## config.mk

```make
export PLATFORM = sky130hd
export DESIGN_NAME = rcs_supervisor
export DESIGN_NICKNAME = d
export VERILOG_FILES = /design/src/design/rcs_supervisor.v
export VERILOG_INCLUDE_DIRS = /design/src /design/src/include
export SDC_FILE = /design/constraint.sdc
export NUM_CORES = 1
export LEC_CHECK = 0
export BUFFER_PORTS_ARGS = -buffer_cell sky130_fd_sc_hd__buf_2
export CAP_MARGIN = 20
export CELL_PAD_IN_SITES_DETAIL_PLACEMENT = 1
export CELL_PAD_IN_SITES_GLOBAL_PLACEMENT = 1
export CORE_ASPECT_RATIO = 0.6
export CORE_MARGIN = 2
export CORE_UTILIZATION = 39
export CTS_BUF_LIST = sky130_fd_sc_hd__clkbuf_4 sky130_fd_sc_hd__clkbuf_8
export CTS_CLUSTER_DIAMETER = 40
export DETAILED_ROUTE_END_ITERATION = 6
export PLACE_DENSITY_LB_ADDON = 0.1
export SLEW_MARGIN = 15
export SYNTH_ARGS = -nofsm -noshare
export SYNTH_HDL_FRONTEND = slang
export SYNTH_SLANG_ARGS = --single-unit
```

## constraint.sdc

```tcl
create_clock -name clk_sys -period 5.8 [get_ports clk_sys]
set_input_delay 1.74 -clock clk_sys [delete_from_list [all_inputs] [get_ports clk_sys]]
set_output_delay 1.74 -clock clk_sys [all_outputs]
set_load 0.1 [all_outputs]
```

## src/include/rcs_defs.vh

```
// constants for the remote control supervisor
// assumes a 40 MHz system clock
`ifndef RCS_DEFS_VH
`define RCS_DEFS_VH
`define RCS_CLK_HZ 40000000
`define RCS_ACK_LOW_MS 50
`define RCS_ACK_LOW_CYC ((`RCS_CLK_HZ / 1000) * `RCS_ACK_LOW_MS)
`define RCS_TICK_US 1000
`define RCS_TICK_CYC ((`RCS_CLK_HZ / 1000000) * `RCS_TICK_US)
`define RCS_FULL_SCALE 16'h6666
`define RCS_SV_W 16
`define RCS_TMO_W 16
`define RCS_TMO_RST 16'h03E8
`define RCS_ALM_OH 0
`define RCS_ALM_PF 1
`define RCS_ALM_OV 2
`define RCS_ALM_OC 3
`define RCS_ALM_OP 4
`define RCS_ALM_W 5
`define RCS_ALM_SEL_RST 5'h1F
`endif

```

## src/design/rcs_supervisor.v

```verilog
// remote control supervisor: link watchdog, analog takeover, alarm latch
// assumes all inputs synchronous to clk_sys; set values already sampled
// How it works
// - watchdog supervises only the controlling digital link, idle otherwise
// - every received message restarts the timeout; expiry only without messages
// - on expiry the digital link loses remote control
// - on expiry with output on, output follows handoff setting
// - watchdog enable commands accepted any time while the digital link holds control
// - new timeout value loads only after the running interval elapses
// - watchdog independent of network connection timeout; both may expire
// - voltage, current, power set values all from analog port together
// - resistance set value from analog port only with resistance pin
// - displayed set values are analog ones during analog takeover, resistance only with resistance pin
// - selectable 5 V or 10 V range, full scale is 100 percent
// - set and actual values share 26214 step resolution
// - analog set values clipped to configured adjustment limits
// - takeover needs takeover pin; standby pin works without takeover
// - protection and alarm thresholds never come from the analog port
// - alarm during analog takeover switches output off as manual
// - alarms reported on analog alarm outputs are selectable
// - overvoltage, overcurrent, overpower alarms latched until acknowledged
// - standby pin high-low-high with low of 50 ms clears latches
// - digital takeover rejected with error while analog takeover active
// - takeover pin ignored while a digital link holds control
// - takeover pin low selects analog, high or open selects manual
`timescale 1ns/1ps
`include "rcs_defs.vh"
module rcs_supervisor (
  input wire clk_sys, // system clock
  input wire reset_n, // synchronous reset
  input wire start_done, // start phase finished
  input wire remote_allowed, // remote control not locked
  input wire dig_take_req, // digital takeover request pulse
  input wire dig_release_req, // digital release request pulse
  input wire msg_valid, // complete valid message pulse
  input wire wdog_en_wr, // watchdog enable write pulse
  input wire wdog_en_val, // watchdog enable value
  input wire tmo_wr, // timeout write pulse
  input wire [15:0] tmo_val, // timeout in ticks
  input wire handoff_keep_on, // keep output on after handoff
  input wire range_10v, // analog range 10 V when high
  input wire takeover_pin, // analog takeover pin, low active
  input wire resistance_mode_pin, // resistance mode request
  input wire output_standby_pin, // standby pin, low switches off
  input wire output_on_req, // output on request from panel/digital
  input wire [15:0] voltage_setpoint_input, // analog voltage sample
  input wire [15:0] current_setpoint_input, // analog current sample
  input wire [15:0] power_setpoint_input, // analog power sample
  input wire [15:0] resistance_setpoint_input, // analog resistance sample
  input wire [15:0] panel_v, // panel voltage set value
  input wire [15:0] panel_i, // panel current set value
  input wire [15:0] panel_p, // panel power set value
  input wire [15:0] panel_r, // panel resistance set value
  input wire [15:0] lim_v, // voltage adjustment limit
  input wire [15:0] lim_i, // current adjustment limit
  input wire [15:0] lim_p, // power adjustment limit
  input wire [15:0] lim_r, // resistance adjustment limit
  input wire [15:0] act_v, // actual voltage, full scale 26214
  input wire [15:0] act_i, // actual current, full scale 26214
  input wire [4:0] alarm_raw, // raw alarm events
  input wire [4:0] alarm_sel, // alarms routed to analog outputs
  output reg digital_remote, // digital link holds control
  output reg analog_remote, // analog takeover active
  output reg dig_take_err, // digital takeover rejected pulse
  output reg wdog_expired, // watchdog expiry pulse
  output reg output_enable, // power output enable
  output reg [15:0] set_v, // applied and displayed voltage set
  output reg [15:0] set_i, // applied and displayed current set
  output reg [15:0] set_p, // applied and displayed power set
  output reg [15:0] set_r, // applied and displayed resistance set
  output reg r_from_analog, // resistance set from analog port
  output reg [15:0] voltage_actual_output, // actual voltage to port
  output reg [15:0] current_actual_output, // actual current to port
  output reg ref_10v, // reference output 10 V when high
  output reg [4:0] alarm_latched, // alarm state
  output reg analog_alarm_thermal, // alarm output 1
  output reg analog_alarm_protect // alarm output 2
);

  localparam ACK_W = 22;
  localparam TICK_W = 16;
  localparam [31:0] ACK_LOW_FULL = `RCS_ACK_LOW_CYC;
  localparam [31:0] TICK_FULL = `RCS_TICK_CYC;
  localparam [ACK_W-1:0] ACK_LOW_CYC = ACK_LOW_FULL[ACK_W-1:0];
  localparam [TICK_W-1:0] TICK_CYC = TICK_FULL[TICK_W-1:0];
  localparam [15:0] FULL_SCALE = `RCS_FULL_SCALE;
  localparam [4:0] PROT_MASK = 5'h1C;

  // clip to limit and to full scale
  function [15:0] clip;
    input [15:0] v;
    input [15:0] lim;
    reg [15:0] m;
    begin
      m = (lim < FULL_SCALE) ? lim : FULL_SCALE;
      clip = (v > m) ? m : v;
    end
  endfunction

  // last tick count of an interval; a zero timeout acts as one tick
  function [15:0] last_tick;
    input [15:0] t;
    begin
      if (t == 16'h0000) begin
        last_tick = 16'h0000;
      end else begin
        last_tick = t - 16'h0001;
      end
    end
  endfunction

  reg wdog_on;
  reg [15:0] tmo_cur;
  reg [15:0] tmo_pend;
  reg [15:0] tick_cnt16;
  reg [TICK_W-1:0] tick_div;
  reg [ACK_W-1:0] low_cnt;
  reg low_long;
  reg sb_prev;
  reg handoff_off;
  wire tick;
  wire tmo_take;
  wire en_take;
  wire analog_grab;
  wire expire;
  wire ack;
  wire take_analog;

  assign tick = (tick_div == TICK_CYC - 16'h0001);
  assign expire = digital_remote & wdog_on & tick & ~msg_valid &
    (tick_cnt16 >= last_tick(tmo_cur));
  assign tmo_take = tmo_wr & digital_remote;
  assign en_take = wdog_en_wr & digital_remote;
  // a digital request wins a same-cycle tie with the takeover pin
  assign analog_grab = take_analog & ~digital_remote & ~dig_take_req;
  assign ack = output_standby_pin & ~sb_prev & low_long;
  assign take_analog = ~takeover_pin & remote_allowed;

  always @(posedge clk_sys) begin
    if (!reset_n) begin
      tick_div <= 16'h0000;
    end else if (tick) begin
      tick_div <= 16'h0000;
    end else begin
      tick_div <= tick_div + 16'h0001;
    end
  end

  // control location: one owner at a time
  always @(posedge clk_sys) begin
    if (!reset_n) begin
      digital_remote <= 1'b0;
      analog_remote <= 1'b0;
      dig_take_err <= 1'b0;
      wdog_expired <= 1'b0;
    end else begin
      dig_take_err <= dig_take_req & analog_remote;
      wdog_expired <= expire;
      if (!remote_allowed || expire || dig_release_req) begin
        digital_remote <= 1'b0;
      end else if (dig_take_req && !analog_remote) begin
        digital_remote <= 1'b1;
      end
      if (!take_analog) begin
        analog_remote <= 1'b0;
      end else if (analog_grab) begin
        analog_remote <= 1'b1;
      end
    end
  end

  // link watchdog, separate from any network connection timeout
  always @(posedge clk_sys) begin
    if (!reset_n) begin
      wdog_on <= 1'b0;
      tmo_cur <= `RCS_TMO_RST;
      tmo_pend <= `RCS_TMO_RST;
      tick_cnt16 <= 16'h0000;
    end else begin
      // writes from a link that is not in control are dropped
      if (en_take) begin
        wdog_on <= wdog_en_val;
      end
      if (tmo_take) begin
        tmo_pend <= tmo_val;
      end
      if (!digital_remote || !wdog_on) begin
        tick_cnt16 <= 16'h0000;
        tmo_cur <= tmo_take ? tmo_val : tmo_pend;
      end else if (msg_valid) begin
        tick_cnt16 <= 16'h0000;
      end else if (expire) begin
        tick_cnt16 <= 16'h0000;
        tmo_cur <= tmo_pend;
      end else if (tick) begin
        tick_cnt16 <= tick_cnt16 + 16'h0001;
      end
    end
  end

  // standby pin low-phase timing for acknowledge
  always @(posedge clk_sys) begin
    if (!reset_n) begin
      low_cnt <= {ACK_W{1'b0}};
      low_long <= 1'b0;
      sb_prev <= 1'b1;
    end else begin
      sb_prev <= output_standby_pin;
      if (output_standby_pin) begin
        low_cnt <= {ACK_W{1'b0}};
        // kept through the rising edge so that ack can see it
        if (sb_prev) begin
          low_long <= 1'b0;
        end
      end else if (low_cnt != ACK_LOW_CYC) begin
        low_cnt <= low_cnt + {{(ACK_W-1){1'b0}}, 1'b1};
      end else begin
        low_long <= 1'b1;
      end
    end
  end

  // alarm latches; a new event wins over the acknowledge
  always @(posedge clk_sys) begin
    if (!reset_n) begin
      alarm_latched <= 5'h00;
    end else begin
      alarm_latched <= alarm_raw |
        (alarm_latched & PROT_MASK & {5{~ack}});
    end
  end

  // an expiry that switched the output off holds it off until the
  // output request is dropped and given again
  always @(posedge clk_sys) begin
    if (!reset_n) begin
      handoff_off <= 1'b0;
    end else if (expire && !handoff_keep_on) begin
      handoff_off <= 1'b1;
    end else if (!output_on_req) begin
      handoff_off <= 1'b0;
    end
  end

  // output enable
  always @(posedge clk_sys) begin
    if (!reset_n) begin
      output_enable <= 1'b0;
    end else if ((|alarm_raw) || (|alarm_latched)) begin
      output_enable <= 1'b0;
    end else if (!output_standby_pin) begin
      output_enable <= 1'b0;
    end else if ((expire && !handoff_keep_on) || handoff_off) begin
      output_enable <= 1'b0;
    end else begin
      output_enable <= output_on_req;
    end
  end

  // set value source selection; thresholds never pass through here
  always @(posedge clk_sys) begin
    if (!reset_n) begin
      set_v <= 16'h0000;
      set_i <= 16'h0000;
      set_p <= 16'h0000;
      set_r <= 16'h0000;
      r_from_analog <= 1'b0;
    end else if (analog_remote) begin
      set_v <= clip(voltage_setpoint_input, lim_v);
      set_i <= clip(current_setpoint_input, lim_i);
      set_p <= clip(power_setpoint_input, lim_p);
      r_from_analog <= resistance_mode_pin;
      set_r <= resistance_mode_pin ?
        clip(resistance_setpoint_input, lim_r) : clip(panel_r, lim_r);
    end else begin
      set_v <= clip(panel_v, lim_v);
      set_i <= clip(panel_i, lim_i);
      set_p <= clip(panel_p, lim_p);
      set_r <= clip(panel_r, lim_r);
      r_from_analog <= 1'b0;
    end
  end

  // analog outputs; held quiet until the start phase ends
  always @(posedge clk_sys) begin
    if (!reset_n || !start_done) begin
      voltage_actual_output <= 16'h0000;
      current_actual_output <= 16'h0000;
      ref_10v <= 1'b0;
      analog_alarm_thermal <= 1'b0;
      analog_alarm_protect <= 1'b0;
    end else begin
      voltage_actual_output <= clip(act_v, FULL_SCALE);
      current_actual_output <= clip(act_i, FULL_SCALE);
      ref_10v <= range_10v;
      analog_alarm_thermal <= |(alarm_latched & alarm_sel & 5'h03);
      analog_alarm_protect <= |(alarm_latched & alarm_sel & PROT_MASK);
    end
  end

endmodule // rcs_supervisor

```

Word level (Yosys, flattened, before mapping):

Cells that the tools add are included.

* register bits: 200
* input port bits: 266
* output and inout bits: 110
* word-level logic and storage cells: 136

* add/subtract/negate cells: 4
* $lt $le $gt $ge: 15
* eq/ne operators: 6
* multiplexer cells: 29
* bitwise operators: 23
* reductions and logical operators: 32

Operator list (number)
* 16-bit 2-to-1 mux: 22
* 16-bit > comparator: 8
* 16-bit by 15-bit < comparator with 1-bit output, second input constant: 4
* 16-bit by 1-bit adder with 16-bit output, second input constant: 2
* 16-bit by 15-bit > comparator with 1-bit output, second input constant: 2
* 15-bit 2-to-1 mux: 2
* 22-bit by 1-bit adder with 22-bit output, second input constant: 1
* 22-bit by 21-bit != test with 1-bit output, second input constant: 1
* 16-bit == test, second input constant: 1
* 16-bit greater-or-equal comparator: 1
* 16-bit logical NOT: 1
* 16-bit by 1-bit subtractor with 16-bit output, second input constant: 1
* 1-bit AND: 12
* 2-bit OR reduction: 6
* 5-bit AND: 2
* 5-bit OR reduction: 2
* 1-bit inverter: 8
* 2-bit AND reduction: 4
* 4-bit OR reduction: 2
* 1-bit logical NOT: 7
* 1-bit logical OR: 6
* 2-bit by 1-bit != test with 1-bit output, second input constant: 3
* 1-bit 2-to-1 mux: 5
* 5-bit OR: 1
* 4 further kinds: 5

Depth between registers and ports, before layout:

Gate-level depths: netlist of the first run.

* depth after elaboration: 7
* gate-level depth with buffers: 17
* mapped depth without buffers: 14

Least setup slack after synthesis of the first run:

Ideal clock, no wire load.

* path type: input to register
* from: input port lim_r[12]
* to: register set_r[13]
* library setup time: 120 ps
* data arrival time: 4964 ps
* data required time: 5680 ps
* setup slack: 717 ps
* cell stages on the path: 15
* path buffers: 2
* cell sequence: or2_2 a31oi_1 a21boi_0 clkbuf_1 and2_1 inv_1 ha_1 nand4_1 nor2_1 a221o_1 or3_1 and2_4 buf_6 mux2_4 a211o_1

* cells in the longest elaborated chain, start to end: 6
* elaborated cells on any way between the ends: 8
* classes of those cells: order compare: 3; mux: 5

Ends and longest elaborated chain
* start, declared: RTL line rcs_supervisor.v:57 `input wire [15:0] lim_r,`
* 16-bit by 15-bit < comparator with 1-bit output: RTL line rcs_supervisor.v:95 `m = (lim < FULL_SCALE) ? lim : FULL_SCALE;`
* 16-bit 2-to-1 mux (*): RTL line rcs_supervisor.v:95
* 16-bit > comparator: RTL line rcs_supervisor.v:96 `clip = (v > m) ? m : v;`
* 16-bit 2-to-1 mux: RTL line rcs_supervisor.v:96
* 16-bit 2-to-1 mux: RTL line rcs_supervisor.v:273 `set_r <= resistance_mode_pin ?`
* 16-bit 2-to-1 mux (*): RTL line rcs_supervisor.v:268 `end else if (analog_remote) begin`
* end signal, assigned: RTL line rcs_supervisor.v:273
* end signal, assigned: RTL line rcs_supervisor.v:279 `set_r <= clip(panel_r, lim_r);`
* end, declared: RTL line rcs_supervisor.v:70 `output reg [15:0] set_r,`

Every way passes the cells marked *; elsewhere a longest branch is shown, timed or not.
A chain may end at the register's enable or synchronous reset.

Final worst setup path of the first run:

* from: input port lim_v[2]
* to: register set_v[10]

* cells in the longest elaborated chain, start to end: 5
* elaborated cells on any way between the ends: 7
* classes of those cells: order compare: 3; mux: 4

Ends and longest elaborated chain
* start, declared: RTL line rcs_supervisor.v:54 `input wire [15:0] lim_v,`
* 16-bit by 15-bit < comparator with 1-bit output: RTL line rcs_supervisor.v:95
* 16-bit 2-to-1 mux (*): RTL line rcs_supervisor.v:95
* 16-bit > comparator: RTL line rcs_supervisor.v:96
* 16-bit 2-to-1 mux: RTL line rcs_supervisor.v:96
* 16-bit 2-to-1 mux (*): RTL line rcs_supervisor.v:268
* end signal, assigned: RTL line rcs_supervisor.v:269 `set_v <= clip(voltage_setpoint_input, lim_v);`
* end signal, assigned: RTL line rcs_supervisor.v:276 `set_v <= clip(panel_v, lim_v);`
* end, declared: RTL line rcs_supervisor.v:67 `output reg [15:0] set_v,`

Marks and branches as above.

==> flow_summary.yaml, run 1 <==
run_status:
  outcome: "complete, no violations"
timing:
  finalCritPeriodShare_pct: 88.6
  final-hold-violation-count: 0
  layout_setup_ws_ps: 663
  tns_ps: 0
  clock_skew_ps: 20.9
  max-slew-margin-rel_pct: 35.9
  slew_viol_final: 0
  fin_crit_ps: 5140
  grt_setup_unrepaired: "false"
  tightestPinTransition_ps: 955
  timing.fmax_mhz: 195
  setup_viol: 0
logic_synthesis:
  synthDominantAreaCellType: "dfxtp_1"
  netlist_instances: 1457
  synth.avg_cell_area_um2: 8.48
  synth-edff-count: 0
  synth-seq-cells: 200
  syn-cell-area_um2: 12300
  yosysSeqAreaShare_pct: 32.4
  post_synth_most_frequent_cells: "dfxtp_1 (200), nor2_1 (179), ha_1 (150), nand2_1 (127), a21oi_1 (90)"
  synth_most_common_cell: "dfxtp_1"
  netlist.area_leader.share_pct: 32.4
  async_set_or_reset_register_ratio_after_synthesis_pct: 0
  synth.area.top_cells: "dfxtp_1 (32%), ha_1 (15%), mux2i_1 (5.8%)"
  synth.lib_cells_used.distinct: 73
  synthesis.yosys.warnings: 0
  ys.flop_type: "dfxtp_1"
worst_setup_path:
  worstSetupPathType: "in2reg"
  cp_data_required_time_ps: 6210
  logic_depth_of_the_worst_register_to_register_path: 14
  start_kind: "input pin"
  cp_slowest_stage_delay_ps: 390
  crit_path_top_delay_cell: "a311oi_1"
  crit_path_cell_trace: "buf_2 -> a211o_1 -> a311o_1 -> a311oi_1 -> o21bai_1 -> nor2_1 -> ha_1 -> and3_1 -> a221o_1 -> a221oi_1 -> nand3_1 -> a32oi_1 -> buf_4 -> nor2_1 -> a221o_1"
  regToRegSetupSlack_ps: 980
  critical_path.endpoint_type: "flop"
  critical_path_arrival_ps: 5540
  critPathMaxFanout: 12
final_layout:
  largest_reg_flops: 22
  layout.cells.non_filler: 2269
  area_delta_synth_final_pct: 22.8
  fin_nets: 2249
  final_layout_size_suffix_gt1_share_pct: 24.7
  final_core_util_pct: 48.7
  max_flop_register: "low_cnt"
power:
  clkPwrFrac_pct: 26.8
  internal_power_of_the_cells_w: 0.00210
  p_seq_share_pct: 40.7
  swShare_pct: 41.5
  worst_ir_drop_vdd_mv: 0.148
  power.share.combinational_pct: 32.4
  p_switching_w: 0.00149
  cellPowerDensity_nw_per_um2: 237
  leak_nw: 7.14
clock_tree:
  cts_hold_repair.buffers: 0
  numClockSinks: 200
  htree_depth: 4
  clk_root_buffer_cell: "clkbuf_8"
  cts_tree: "done"
  clk_latency_ps: 520
  cts_resized: 0
  total_setup_buffers_inserted_after_cts: 0
  clock_tree.buffer_depth: 2
  number_of_buffers_created_by_cts: 17
  clkSlewWorstSetupHoldPaths_ps: 120
floorplan:
  boundaryPins: 376
  die-height_um: 142
  number_of_rows_in_the_core_area: 50
  start_util_pct: 39.6
  die_width_um: 234
  design.core.area_um2: 31200
  dieArea_um2: 33200
place:
  preCtsSetupSlack_ps: 215
  place_congestion: 0.926
  detailed_place_hpwl_mm: 37.0
  placement.io_buffers: 375
  numPlacedInstances: 2230
global_routing:
  grt_start_max_net_pins: 36
  antenna_found_initial: 11
  grt_pass1_wl_mm: 70.3
  first_global_vias: 12700
  grt_use_total_pct: 27.2
  grt_overflow: 0
route:
  avgViaCountPerCell: 5.45
  drt_first_iter_violations: 576
  antenna_left: 0
  wl_per_cell_um: 19.9
  routed_wirelength_mm: 45.2
  dr_total_vias: 12400
  drt_drc_violations_left: 0
  drt_first_pass_iters: 5
flow_run:
  cap_violations: 0
min_path:
  whs_path_cells: 2
  worst_hold_path_type: "reg2reg"
[worst paths after layout]
check,startpoint,to
min,low_long$_SDFFE_PN0P_,low_long$_SDFFE_PN0P_
max,lim_v[2],set_v[10]$_SDFF_PN0_
max reg2reg,tmo_cur[7]$_SDFFE_PN1P_,tick_cnt16[13]$_SDFFE_PP0N_
min reg2reg,low_long$_SDFFE_PN0P_,low_long$_SDFFE_PN0P_
[kinds of logic after synthesis]
logic type	share of synthesized area [%]
AO/OA/AOI/OAI	15.5
flip-flops	32.4
other	0.0608
AND/OR/NAND/NOR	22.5
adder cells (fa/ha/maj)	15.2
buffers and inverters	3.60
XOR/XNOR	4.11
multiplexers	6.60
[cell type report]
cell class | instances | area [um^2]
Antenna cell | 7 | 17.5
Clock buffer | 18 | 248
Clock inverter | 14 | 175
Fill cell | 3875 | 16000
Inverter | 64 | 240
Multi-Input combinational cell | 1156 | 7940
Sequential cell | 200 | 4000
Tap cell | 416 | 520
Timing Repair Buffer | 394 | 2020
[layout by cell type (no fill, tap or decap), types with 19 or more instances in the layout]
cell type,Yosys,routed
ha_1,150,150
nor2_1,179,179
nand3_1,59,59
and2_1,43,43
buf_2,10,375
mux2i_1,72,72
nand4_1,48,48
a221o_1,21,21
nor3_1,23,23
nand2_1,127,127
xor2_1,35,35
a21o_1,24,24
dfxtp_1,200,200
o21ai_0,19,19
buf_4,4,19
o22ai_1,34,34
inv_1,63,63
xnor2_1,23,23
a21oi_1,90,87
[power by group through the flow]
stage	clock network (W)	registers (W)	logic [W]
finish	0.000966	0.00147	0.00117
global route	0.00104	0.00147	0.00124
CTS	0.000996	0.00147	0.00117
detailed placement	0	0.00150	0.00116
global placement	0	0.00150	0.00114
floorplan	0	0.00193	0.000385
[per-layer routing]
layer	vias to the layer above	GRT usage, %	part of all wire [%]	wire length, um
met5	-	0	0.060	27
met4	4	8.26	1.7	748
met3	47	4.50	5.2	2360
met2	314	42.3	44	19900
met1	5973	38.6	49	22200
li1	6032	-	-	-
[metrics by stage]
step | hold WS, ps | area, um^2 | total power (W)
after floorplan | 430 | 12400 | 0.00231
after global placement | 439 | 14700 | 0.00263
after detailed placement | 451 | 14700 | 0.00266
after CTS | 468 | 15100 | 0.00363
after global routing | 488 | 15200 | 0.00376
final | 466 | 15200 | 0.00360
[critical path, delay by kind of cell]
| kind | cells | cell delay, ps |
|---|---|---|
| AOI/OAI and AO/OA | 8 | 2470 |
| buffers and inverters | 2 | 340 |
| and+or+nand+nor | 4 | 700 |
| adders and majority gates | 1 | 290 |
Note: power is estimated with default switching activity, not from simulation.
==> run 2, diff against run 1 <==
--- a/config.mk
+++ b/config.mk
@@ -16,7 +16,7 @@
 export CTS_BUF_LIST = sky130_fd_sc_hd__clkbuf_4 sky130_fd_sc_hd__clkbuf_8
 export CTS_CLUSTER_DIAMETER = 40
 export DETAILED_ROUTE_END_ITERATION = 6
-export PLACE_DENSITY_LB_ADDON = 0.1
+export PLACE_DENSITY = 0.89
 export SLEW_MARGIN = 15
 export SYNTH_ARGS = -nofsm -noshare
 export SYNTH_HDL_FRONTEND = slang
==> run 2 against run 1 <==
Compared with the run above: utilization rose by 0.15 points; worst hold slack better by 5.3 ps; final cell count up 0.31%; die area unchanged; register-to-register slack got worse by 300 ps; critical path type unchanged; clock power about the same; wire length up 7.2%; maximum frequency shrank 0.98%; total power is 0.85% higher; combinational power about the same; clock-buffer cell count down 1; design area is 0.31% higher.
==> flow_summary.yaml, run 2 (synthesis gave the netlist of run 1 again) <==
final_layout:
  most-common-layout-cells: "buf_2 (375), dfxtp_1 (200), nor2_1 (179)"
  fin_nets: 2257
  largest_reg_flops: 22
  area_delta_synth_final_pct: 23.2
  max_flop_register: "low_cnt"
  mostFrequentLayoutCell: "buf_2"
  final_layout_size_suffix_gt1_share_pct: 25.0
route:
  drt_drc_violations_left: 0
  antenna_left: 0
  avgViaCountPerCell: 5.73
  drt_first_pass_iters: 5
  dr_total_vias: 13100
  drt_first_iter_violations: 847
  top_signal_layer_used: "met5"
  wl_met3_mm: 3.30
  wl_per_cell_um: 21.3
  wl_met2_mm: 21.9
  met1_length_mm: 22.0
  routed_wirelength_mm: 48.5
clock_tree:
  number_of_buffers_created_by_cts: 17
  total_setup_buffers_inserted_after_cts: 0
  htree_depth: 4
  numClockSinks: 200
  cts_hold_repair.buffers: 0
  clock_tree.buffer_depth: 2
  cts_resized: 0
  clk_root_buffer_cell: "clkbuf_8"
  clk_latency_ps: 520
  cts_tree: "done"
  clkSlewWorstSetupHoldPaths_ps: 120
timing:
  clock_skew_ps: 12.6
  slew_viol_final: 0
  setup_viol: 0
  tns_ps: 0
  timing.fmax_mhz: 193
  hold_ws_ps: 471
  grt_setup_unrepaired: "false"
  fin_crit_ps: 5190
  tightestPinTransition_ps: 851
  final-hold-violation-count: 0
  finalCritPeriodShare_pct: 89.4
  max-slew-margin-rel_pct: 43.3
global_routing:
  grt_overflow: 0
  antenna_found_initial: 9
  first_global_vias: 13600
  grt_pass1_wl_mm: 74.0
  grt_start_max_net_pins: 35
  grt_use_total_pct: 28.8
floorplan:
  dieArea_um2: 33200
  die-height_um: 142
  die_width_um: 234
  number_of_rows_in_the_core_area: 50
  start_util_pct: 39.6
  boundaryPins: 376
  design.core.area_um2: 31200
worst_setup_path:
  cp_data_required_time_ps: 6210
  critical_path_arrival_ps: 5600
  critical_path.endpoint_type: "flop"
  start_kind: "input pin"
  crit_path_cell_trace: "buf_2 -> a211o_1 -> a311o_1 -> a311oi_1 -> o21bai_1 -> nor2_1 -> ha_1 -> and3_1 -> a221o_1 -> a221oi_1 -> nand3_1 -> a32oi_1 -> buf_4 -> nor2_1 -> a221o_1"
  critical-path-top-delay-family: "compound AO/OA/AOI/OAI gates"
  critPathMaxFanout: 12
  crit_path_top_delay_cell: "a311oi_1"
  worstSetupPathType: "in2reg"
  cp_slowest_stage_delay_ps: 400
  critical_path_buf_inv_count: 2
place:
  placement.io_buffers: 375
  place_congestion: 0.939
  detailed_place_hpwl_mm: 39.8
run_status:
  outcome: "complete, no violations"
power:
  cellPowerDensity_nw_per_um2: 239
  total_power_w: 0.00363
  leak_nw: 7.17
  worst_ir_drop_vdd_mv: 0.150
min_path:
  worst_hold_path_type: "reg2reg"
flow_run:
  cap_violations: 0
run 2: cell count changes in the layout (fill, tap and decap cells not counted):
| cell | previous run | this run |
|---|---|---|
| buf_4 | 19 | 27 |
| clkinv_4 | 4 | 2 |
| clkinvlp_4 | 0 | 2 |
| clkbuf_8 | 18 | 17 |
| clkinv_2 | 0 | 1 |
| diode_2 | 7 | 6 |
run 2: stage by stage:
step / std cells / setup WS (ps) / area (um^2) / utilization, %
CTS: 2270 / 703 / 15200 / 48.8
finish: 2276 / 612 / 15200 / 48.8
floorplan: 1465 / 717 / 12400 / -
global placement: 2238 / 420 / 14800 / 47.5
global route: 2274 / 322 / 15200 / 48.8
detailed placement: 2238 / 137 / 14800 / 47.5
run 2: layout make-up:
class	count	area, um^2
antenna	6	15.0
clock buffer	17	234
clock inverter	15	178
fill	3899	15900
inverter	64	240
multi-input combinational	1156	7940
sequential	200	4000
tap	416	520
timing repair buffer	402	2080
run 2: report_power, final:
part	total, W	internal (W)	switching [W]	leakage, nW
Clock	0.000963	0.000329	0.000633	0.199
Sequential	0.00147	0.00144	0.0000330	1.64
Combinational	0.00119	0.000330	0.000864	5.33
Total	0.00363	0.00210	0.00153	7.17
run 2: worst paths after layout:
| check | start | to | slack, ps | depth (start not counted) |
|---|---|---|---|---|
| worst max-delay path | lim_v[2] | set_v[4]$_SDFF_PN0_ | 610 | 15 |
| worst min-delay path | low_long$_SDFFE_PN0P_ | low_long$_SDFFE_PN0P_ | 470 | 2 |
| worst max register to register | tmo_cur[7]$_SDFFE_PN1P_ | tick_cnt16[2]$_SDFFE_PP0N_ | 680 | 14 |
| worst min register to register | low_long$_SDFFE_PN0P_ | low_long$_SDFFE_PN0P_ | 470 | 2 |
run 2: worst min-delay path, stage by stage, from the launching register on:
cell	delay (ps)
dfxtp_1	340
nand2_1	50
a21oi_1	50
run 2: layer usage:
layer  vias up  GRT usage (%)
met1      6440           38.5
met3        78           6.61
li1       6048              -
met4         2           8.73
met2       482           46.1
met5         -              0
